$ cat src/hw/trigger_shutter_pkg.sv
// Constants, register map and carrier types for the trigger shutter sequencer.
// Assumes a 250 MHz pclk; every time below is turned into a cycle count here.
package trigger_shutter_pkg;

   // ----------------------------------------------------------------
   // Clock and timing figures
   // ----------------------------------------------------------------
   localparam int unsigned CLOCK_HZ           = 250_000_000;
   localparam int unsigned EXTEND_525_US      = 97;
   localparam int unsigned EXTEND_625_US      = 120;
   localparam int unsigned EXTEND_525_CYCLES  = EXTEND_525_US * (CLOCK_HZ / 1_000_000);
   localparam int unsigned EXTEND_625_CYCLES  = EXTEND_625_US * (CLOCK_HZ / 1_000_000);
   localparam int unsigned LONG_PULSE_DIV     = 3;
   localparam int unsigned LONG_PULSE_CYCLES  = (CLOCK_HZ + LONG_PULSE_DIV - 1) / LONG_PULSE_DIV;
   localparam int unsigned INHIBIT_MS         = 50;
   localparam int unsigned INHIBIT_CYCLES     = INHIBIT_MS * (CLOCK_HZ / 1000);
   localparam int unsigned LINE_HZ_525        = 15734;
   localparam int unsigned LINE_HZ_625        = 15625;
   localparam int unsigned HALF_LINE_525      = (CLOCK_HZ / LINE_HZ_525) / 2;
   localparam int unsigned HALF_LINE_625      = (CLOCK_HZ / LINE_HZ_625) / 2;
   localparam logic [9:0]  HALF_LINES_525     = 10'd525;
   localparam logic [9:0]  HALF_LINES_625     = 10'd625;
   localparam logic [1:0]  VD_LINE_STARTS     = 2'd2;
   localparam logic [1:0]  SWITCH_LINE_STARTS = 2'd1;
   localparam logic [2:0]  DRIVE_LOSS_HALVES  = 3'd4;

   // ----------------------------------------------------------------
   // Register map
   // ----------------------------------------------------------------
   localparam logic [7:0]  CONTROL_OFFSET = 8'h00;
   localparam logic [7:0]  SHUTTER_OFFSET = 8'h04;
   localparam logic [7:0]  STATUS_OFFSET  = 8'h08;
   localparam logic [7:0]  WIDTH_OFFSET   = 8'h0c;
   localparam logic [4:0]  CONTROL_RESET  = 5'h01;
   localparam logic [31:0] SHUTTER_RESET  = 32'h0003_d090;

   typedef struct packed {
      logic field_accumulate;
      logic external_sync_select;
      logic line_625;
      logic switch_exposure;
      logic trigger_enable;
   } control_type;

   typedef struct packed {
      logic [6:0] state;
      logic       inhibit;
      logic       interlaced;
      logic       drives_present;
      logic       external_active;
      logic       trigger_level;
   } status_type;

   typedef enum logic [6:0] {
      ST_IDLE    = 7'b0000001,
      ST_EXPOSE  = 7'b0000010,
      ST_WAIT    = 7'b0000100,
      ST_READOUT = 7'b0001000,
      ST_NORMAL  = 7'b0010000,
      ST_INHIBIT = 7'b0100000,
      ST_FREE    = 7'b1000000
   } seq_state_type;

endpackage

$ cat src/hw/sync_two_stage.sv
// Two flip-flop synchroniser for one pin.
// Assumes the pin is asynchronous to pclk; only stage two is for use.
`timescale 1ns/10ps
module sync_two_stage (
   input  wire logic pclk,
   input  wire logic presetn,
   input  wire logic ce,
   input  wire logic pin,
   output logic      level
);
   logic stage_one;

   always_ff @(posedge pclk or negedge presetn) begin
      if (!presetn) begin
         stage_one <= 1'b0;
         level     <= 1'b0;
      end else if (ce) begin
         stage_one <= pin;
         level     <= stage_one;
      end
   end
endmodule

$ cat src/hw/trigger_shutter_sequencer.sv
// Exposure and frame start sequencer for external trigger shutter mode.
// Assumes an APB master on pclk and trigger and drive pins from a host.
//
// Behaviour
// Host spaces pulse triggers width+field+2H.
// Host spaces switch triggers shutter+field+2H.
// Bad triggers ignored; recovers within fields.
// 525-line exposure is width plus 97 us.
// 625-line exposure is width plus 120 us.
// Host pulse width 2 us to 1/4 s.
// Pulse of 1/3 s forces normal operation.
// Falling edge restores trigger shutter operation.
// Host sends no trigger 50 ms after.
// Vertical drive 1H to 2H after fall.
// One frame-valid pulse entering normal operation.
// Switch mode uses shutter setting, ignores width.
// Switch mode outputs image at earliest point.
// External select auto-picks sync by drive presence.
// Interlace follows the incoming sync automatically.
// Frame or field accumulation is selectable.
// Every output image has its frame-valid pulse; fields transferred in normal operation get none.
// Pulse width measured in pclk cycles.
//
// The APB slave port and the address map were decided locally.
`timescale 1ns/10ps
module trigger_shutter_sequencer
   import trigger_shutter_pkg::*;
#(
   parameter logic [31:0] LONG_PULSE  = 32'(LONG_PULSE_CYCLES),
   parameter logic [31:0] INHIBIT     = 32'(INHIBIT_CYCLES),
   parameter logic [31:0] EXTEND_525  = 32'(EXTEND_525_CYCLES),
   parameter logic [31:0] EXTEND_625  = 32'(EXTEND_625_CYCLES),
   parameter logic [31:0] HALF_525    = 32'(HALF_LINE_525),
   parameter logic [31:0] HALF_625    = 32'(HALF_LINE_625)
) (
   input  wire logic        pclk,
   input  wire logic        presetn,
   input  wire logic        ce,
   input  wire logic        psel,
   input  wire logic        penable,
   input  wire logic        pwrite,
   input  wire logic [31:0] paddr,
   input  wire logic [31:0] pwdata,
   output logic      [31:0] prdata,
   output logic             pready,
   output logic             pslverr,
   input  wire logic        trigger_pin,
   input  wire logic        horizontal_drive_in,
   input  wire logic        vertical_drive_in,
   output logic             horizontal_drive,
   output logic             vertical_drive,
   output logic             frame_valid,
   output logic             exposure_active,
   output logic             sensor_transfer,
   output logic             sync_external
);

   // ----------------------------------------------------------------
   // Pin synchronisers
   // ----------------------------------------------------------------
   logic trig_s;
   logic hd_s;
   logic vd_s;
   logic trig_d;
   logic hd_d;
   logic vd_d;

   sync_two_stage sync_trig (.pclk(pclk), .presetn(presetn), .ce(ce),
                             .pin(trigger_pin), .level(trig_s));
   sync_two_stage sync_hd   (.pclk(pclk), .presetn(presetn), .ce(ce),
                             .pin(horizontal_drive_in), .level(hd_s));
   sync_two_stage sync_vd   (.pclk(pclk), .presetn(presetn), .ce(ce),
                             .pin(vertical_drive_in), .level(vd_s));

   wire trig_rise = trig_s & ~trig_d;
   wire trig_fall = ~trig_s & trig_d;
   wire hd_fall   = ~hd_s & hd_d;
   wire vd_fall   = ~vd_s & vd_d;

   // ----------------------------------------------------------------
   // Registers and APB decode
   // ----------------------------------------------------------------
   control_type   control;
   logic [31:0]   shutter;
   logic [31:0]   width_count;
   logic [31:0]   last_width;
   seq_state_type state;
   status_type    status;
   logic          interlaced;
   logic          drives_present;

   wire        access     = psel & penable;
   wire        mapped     = (paddr[31:8] == 24'h00_0000) & (paddr[1:0] == 2'b00) &
                            (paddr[7:4] == 4'h0);
   wire        commit     = access & pready & mapped;
   wire        write_ctl  = commit & pwrite & (paddr[7:0] == CONTROL_OFFSET);
   wire        write_shut = commit & pwrite & (paddr[7:0] == SHUTTER_OFFSET);
   wire [31:0] read_mux   = (paddr[7:0] == CONTROL_OFFSET) ? {27'h0, control} :
                            (paddr[7:0] == SHUTTER_OFFSET) ? shutter :
                            (paddr[7:0] == STATUS_OFFSET)  ? {20'h0, status} :
                            last_width;

   always_ff @(posedge pclk or negedge presetn) begin
      if (!presetn) begin
         pready  <= 1'b0;
         pslverr <= 1'b0;
         prdata  <= 32'h0000_0000;
      end else if (ce) begin
         pready  <= access & ~pready;
         pslverr <= access & ~pready & ~mapped;
         prdata  <= (access & ~pready & ~pwrite & mapped) ? read_mux : 32'h0000_0000;
      end
   end

   always_ff @(posedge pclk or negedge presetn) begin
      if (!presetn) begin
         control <= control_type'(CONTROL_RESET);
         shutter <= SHUTTER_RESET;
      end else if (ce) begin
         if (write_ctl) begin
            control <= control_type'(pwdata[4:0]);
         end
         if (write_shut) begin
            shutter <= pwdata;
         end
      end
   end

   // ----------------------------------------------------------------
   // Sync source and line timing
   // ----------------------------------------------------------------
   logic [31:0] half_count;
   logic [9:0]  half_lines;
   logic [2:0]  loss_halves;
   logic        line_phase;
   logic        phase_at_vd;
   logic        force_vd;

   wire [31:0] half_len    = control.line_625 ? HALF_625 : HALF_525;
   wire [9:0]  field_len   = control.line_625 ? HALF_LINES_625 : HALF_LINES_525;
   wire        use_ext     = control.external_sync_select & drives_present;
   // A length change can leave a count past its new end, so ends compare with >=.
   wire        half_due    = (half_count >= half_len - 32'd1);
   wire        half_end    = half_due | (use_ext & hd_fall);
   wire        line_start  = half_end & line_phase;
   wire        field_end   = use_ext ? vd_fall
                                     : half_end & (half_lines >= field_len - 10'd1);
   wire        vd_event    = force_vd | field_end;

   always_ff @(posedge pclk or negedge presetn) begin
      if (!presetn) begin
         half_count     <= 32'h0000_0000;
         half_lines     <= 10'h000;
         line_phase     <= 1'b0;
         loss_halves    <= 3'h0;
         drives_present <= 1'b0;
         phase_at_vd    <= 1'b0;
         interlaced     <= 1'b0;
      end else if (ce) begin
         half_count <= half_end ? 32'h0000_0000 : half_count + 32'd1;
         if (use_ext & hd_fall) begin
            line_phase <= 1'b1;
         end else if (half_end) begin
            line_phase <= ~line_phase;
         end
         if (vd_event) begin
            half_lines <= 10'h000;
         end else if (half_end) begin
            half_lines <= half_lines + 10'd1;
         end
         // A lost drive is noticed after five silent half lines, then timing free-runs.
         if (hd_fall) begin
            loss_halves    <= 3'h0;
            drives_present <= 1'b1;
         end else if (half_due) begin
            loss_halves    <= (loss_halves == DRIVE_LOSS_HALVES) ? loss_halves
                                                                 : loss_halves + 3'd1;
            drives_present <= (loss_halves != DRIVE_LOSS_HALVES);
         end
         if (use_ext & vd_fall) begin
            phase_at_vd <= (half_count > (half_len >> 1));
            interlaced  <= (half_count > (half_len >> 1)) != phase_at_vd;
         end
      end
   end

   // ----------------------------------------------------------------
   // Trigger sequencer
   // ----------------------------------------------------------------
   logic [31:0] run_count;
   logic [31:0] extend_count;
   logic [1:0]  lines_seen;
   logic        odd_field;

   wire long_pulse = trig_s & (width_count >= LONG_PULSE);
   wire [31:0] extend_len = control.line_625 ? EXTEND_625 : EXTEND_525;

   always_ff @(posedge pclk or negedge presetn) begin
      if (!presetn) begin
         state        <= ST_FREE;
         trig_d       <= 1'b0;
         hd_d         <= 1'b0;
         vd_d         <= 1'b0;
         width_count  <= 32'h0000_0000;
         last_width   <= 32'h0000_0000;
         run_count    <= 32'h0000_0000;
         extend_count <= 32'h0000_0000;
         lines_seen   <= 2'b00;
         force_vd     <= 1'b0;
      end else if (ce) begin
         trig_d   <= trig_s;
         hd_d     <= hd_s;
         vd_d     <= vd_s;
         force_vd <= 1'b0;
         // Width counts in pclk cycles and saturates rather than wraps.
         if (trig_rise) begin
            width_count <= 32'h0000_0001;
         end else if (trig_s & (width_count != 32'hffff_ffff)) begin
            width_count <= width_count + 32'd1;
         end
         if (trig_fall) begin
            last_width <= width_count;
         end
         if (trig_fall & (state == ST_EXPOSE) & ~control.switch_exposure) begin
            extend_count <= extend_len;
         end else if (extend_count != 32'h0000_0000) begin
            extend_count <= extend_count - 32'd1;
         end
         if (line_start & (lines_seen != 2'b11)) begin
            lines_seen <= lines_seen + 2'd1;
         end
         if (!control.trigger_enable) begin
            state <= ST_FREE;
         end else if (long_pulse & (state != ST_NORMAL) & (state != ST_INHIBIT)) begin
            state <= ST_NORMAL;
         end else begin
            unique case (state)
               ST_FREE, ST_IDLE: begin
                  // Triggers in a busy state are dropped, so bad spacing heals. R3
                  if (trig_rise) begin
                     state     <= ST_EXPOSE;
                     run_count <= shutter;
                  end else begin
                     state <= ST_IDLE;
                  end
               end
               ST_EXPOSE: begin
                  run_count <= run_count - 32'd1;
                  if (control.switch_exposure & (run_count <= 32'd1)) begin
                     state      <= ST_WAIT;
                     lines_seen <= 2'b00;
                  end else if (~control.switch_exposure & trig_fall) begin
                     state      <= ST_WAIT;
                     lines_seen <= 2'b00;
                  end
               end
               ST_WAIT: begin
                  if (line_start & (lines_seen + 2'd1 ==
                      (control.switch_exposure ? SWITCH_LINE_STARTS : VD_LINE_STARTS))) begin
                     state    <= ST_READOUT;
                     force_vd <= 1'b1;
                  end
               end
               ST_READOUT: begin
                  if (field_end) begin
                     state <= ST_IDLE;
                  end
               end
               ST_NORMAL: begin
                  if (trig_fall) begin
                     state     <= ST_INHIBIT;
                     run_count <= INHIBIT;
                  end
               end
               ST_INHIBIT: begin
                  // Inhibit window ignores triggers; host honours it anyway. R9
                  run_count <= run_count - 32'd1;
                  if (run_count <= 32'd1) begin
                     state <= ST_IDLE;
                  end
               end
            endcase
         end
      end
   end

   // ----------------------------------------------------------------
   // Outputs
   // ----------------------------------------------------------------
   wire enter_normal = control.trigger_enable & long_pulse &
                       (state != ST_NORMAL) & (state != ST_INHIBIT);
   wire free_running = (state == ST_FREE) | (state == ST_NORMAL);
   wire transfer_now = force_vd |
                       (field_end & free_running & (control.field_accumulate | odd_field));

   assign status = '{state: state, inhibit: (state == ST_INHIBIT), interlaced: interlaced,
                     drives_present: drives_present, external_active: use_ext,
                     trigger_level: trig_s};

   always_ff @(posedge pclk or negedge presetn) begin
      if (!presetn) begin
         horizontal_drive <= 1'b0;
         vertical_drive   <= 1'b0;
         frame_valid      <= 1'b0;
         exposure_active  <= 1'b0;
         sensor_transfer  <= 1'b0;
         sync_external    <= 1'b0;
         odd_field        <= 1'b0;
      end else if (ce) begin
         horizontal_drive <= line_start;
         vertical_drive   <= vd_event;
         // One pulse per triggered image, one per free field, one on entry. R11 R17
         frame_valid      <= force_vd | enter_normal | (field_end & (state == ST_FREE));
         exposure_active  <= ((state == ST_EXPOSE) & ~enter_normal) |
                             (extend_count > 32'd1);
         sensor_transfer  <= transfer_now;
         sync_external    <= use_ext;
         if (vd_event) begin
            odd_field <= ~odd_field;
         end
      end
   end

endmodule

$ cat config.mk
export PLATFORM = sky130hd
export DESIGN_NAME = trigger_shutter_sequencer
export DESIGN_NICKNAME = d
export VERILOG_FILES = /design/src/hw/trigger_shutter_pkg.sv /design/src/hw/sync_two_stage.sv /design/src/hw/trigger_shutter_sequencer.sv
export SDC_FILE = /design/constraint.sdc
export NUM_CORES = 1
export LEC_CHECK = 0
export BUFFER_PORTS_ARGS = -buffer_cell sky130_fd_sc_hd__buf_2
export CAP_MARGIN = 10
export CORE_MARGIN = 2
export CORE_UTILIZATION = 50
export DETAILED_ROUTE_END_ITERATION = 16
export PLACE_DENSITY = 0.68
export REMOVE_ABC_BUFFERS = 1
export SLEW_MARGIN = 20
export SYNTH_ARGS = -nofsm -noshare
export SYNTH_HDL_FRONTEND = slang
export SYNTH_HIERARCHICAL = 1
export SYNTH_SLANG_ARGS = --single-unit
$ cat constraint.sdc
create_clock -name pclk -period 7.7 [get_ports pclk]
set_clock_uncertainty 0.15 [all_clocks]
set_input_delay 1.925 -clock pclk [delete_from_list [all_inputs] [get_ports pclk]]
set_output_delay 1.925 -clock pclk [all_outputs]
set_load 0.05 [all_outputs]
==> results.cfg <==
[cts]
clock-sinks = 274
clock_latency_ns = 0.56
tritoncts = yes
post-cts-setup-buffers = 0
holdBufCountCts = 0
root_buffer = clkbuf_16
cts_resized = 0
path_clk_slew_ns = 0.06
numCtsBuffers = 30
cts_max_path_buffers = 3
htreeDepth = 1

[setup_path]
cp_max_fo = 22
start_kind = flop
reg2reg_from = state[1]
reg2reg_depth = 8
r2r_slack_ns = 3.53
critPathArrivalTime_ns = 4.45
cp-end-kind = flop
required_ns = 7.98
worstSetupPathType = reg2reg
r2r_end = run_count[10]

[sta]
tightest_slew_ns = 1.09
maxSlewHeadroom_pct = 27.0
finalSetupViolCount = 0
drv_slew = 0
finalCritPeriodShare_pct = 54.1
fmax_mhz = 240
finalHoldViolations = 0
finalHoldWorstSlack_ns = 0.333
period_needed_ns = 4.17
rsz0062_at_grt = false
finalSetupTns_ns = 0

[pwr]
p_leak_nw = 7.22
p_per_area_nw_per_um2 = 227
vdd_ir_drop_max_mv = 0.155

[outcome]
status = finished clean

[die]
die_y_um = 172
start_util_pct = 50.7
dieArea_um2 = 29500
core-area_um2 = 27800
io_pins = 113
die_w_um = 172
rows = 61

[synth]
synth.top_cells.by_area = dfrtp_1 47%, mux2_2 6.0%, nor2_1 4.2%
synth-edff-count = 0
synth-seq-area-share_pct = 48.7
avgSynthCellArea_um2 = 9.51
yosys_warnings = 6
synth_top_cell_area_share_pct = 47.1
async_flop_share_pct = 100
ys_types = 85
synth-seq-cells = 274
ys.flop_type = dfrtp_1
synth_largest_area_cell = dfrtp_1
synth_area_um2 = 14100
syn_inst = 1482

[route]
post_drt_wl_per_cell_um = 18.1
ant_nets = 0
drt-total-wl_um = 35500
vias = 11700
vias_per_cell = 5.95
first_pass_iters = 5
drc_errors = 0
drtIter0Drc = 1055

[global_routing]
grt_pass1_wl_um = 57800
antenna_found_initial = 1
grt_max_degree = 162
overflow = 0
grt_pass1_vias = 11100
grtUsageTotal_pct = 24.2

[worst_hold_path]
min_path_cells = 1
hold_path.class = reg2reg
hp-start = odd_field
min_to = odd_field

[place]
placedCellCount = 1908
hpwl_um = 24000
port_buffers = 112
place_area_um2 = 15000
place.gp.congestion = 0.874

[cells_and_area]
stdcell_area_um2 = 16000
area_delta_synth_final_pct = 13.8
fin_nets = 1658
drive_gt1_share_pct = 18.6
fin_util_pct = 57.7
mostFrequentLayoutCell = dfrtp_1
instances_no_fill = 1965
most-common-layout-cells = 265 x dfrtp_1, 156 x nor2_1, 127 x nand2_1, 110 x buf_2, 100 x o21ai_0

[flow_run]
cap_violations = 0
==> how the worst max path moves through the flow <==
stage | from | endpoint | slack (ns)
after detailed placement | paddr[7] | prdata[18] | 3.17
final | state[1] | run_count[10] | 3.53
after CTS | state[1] | run_count[10] | 3.66
after global routing | state[1] | run_count[5] | 3.33
after global placement | ce | half_lines[7] | 3.24
after floorplan | paddr[7] | shutter[12] | 2.01
==> cell usage after synthesis (19+ instances only) <==
cell	n
a21oi_1	81
a22oi_1	25
a31oi_1	32
and3_1	20
clkbuf_1	65
dfrtp_1	265
ha_1	22
inv_1	67
mux2_2	75
nand2_1	127
nand3_1	43
nand4_1	23
nor2_1	157
nor3_1	43
nor4_1	19
o21ai_0	100
o22ai_1	36
o31ai_1	30
or3_1	19
xnor2_1	20
==> sequential cells by signal, indices dropped and copies added, names as in the netlist, 2 cells and up <==
| register | cells |
|---|---|
| extend_count | 32 |
| lines_seen | 2 |
| half_lines | 10 |
| run_count | 32 |
| half_count | 32 |
| shutter | 32 |
| prdata | 32 |
| width_count | 32 |
| loss_halves | 3 |
| last_width | 32 |
| control | 5 |
| state | 7 |
==> per-layer routing <==
metal  up-vias  routed length (um)  GRT usage (%)
met5         -                   0              0
met4         0                 578           5.70
met3        48                2110           3.69
met2       343               16100           37.3
met1      5754               16700           35.9
li1       5539                   -              -
==> cell families after synthesis <==
logic type | Yosys count | share of synthesized area [%]
buffers and inverters | 145 | 3.91
flip-flops | 274 | 48.7
AO/OA/AOI/OAI | 395 | 18.0
AND/OR/NAND/NOR | 524 | 18.3
adder cells (fa/ha/maj) | 22 | 1.95
XOR/XNOR | 37 | 2.30
multiplexers | 85 | 6.71
==> per-stage QoR <==
stage,setup slack (ns),power (W)
floorplan,2.01,0.00199
global placement,3.24,0.00214
detailed placement,3.17,0.00216
CTS,3.66,0.00367
global route,3.33,0.00381
finish,3.53,0.00364
==> area by class of cell <==
| type | instances | area (um^2) |
|---|---|---|
| antenna | 1 | 2.50 |
| clock buffer | 44 | 905 |
| clock inverter | 11 | 139 |
| fill | 2448 | 11700 |
| inverter | 68 | 255 |
| multi-input combinational | 1063 | 6680 |
| sequential | 274 | 6870 |
| tap | 378 | 473 |
| timing repair buffer | 126 | 711 |
==> worst max-delay path, cell delays in order, from the launching register on <==
cell and delay (ns):
dfrtp_1 0.44, nor3_1 0.30, and2_0 0.40, nand3b_1 0.83, o21ai_0 0.38, o21ai_0 0.14
nor2_1 0.57, nand2_1 0.46, o22a_1 0.37
==> power by group <==
part	internal, W	switching, W
registers	0.00155	0.000125
clock network	0.000910	0.000593
logic	0.000189	0.000270
total	0.00265	0.000988
Power figures use the tool's default switching activity.
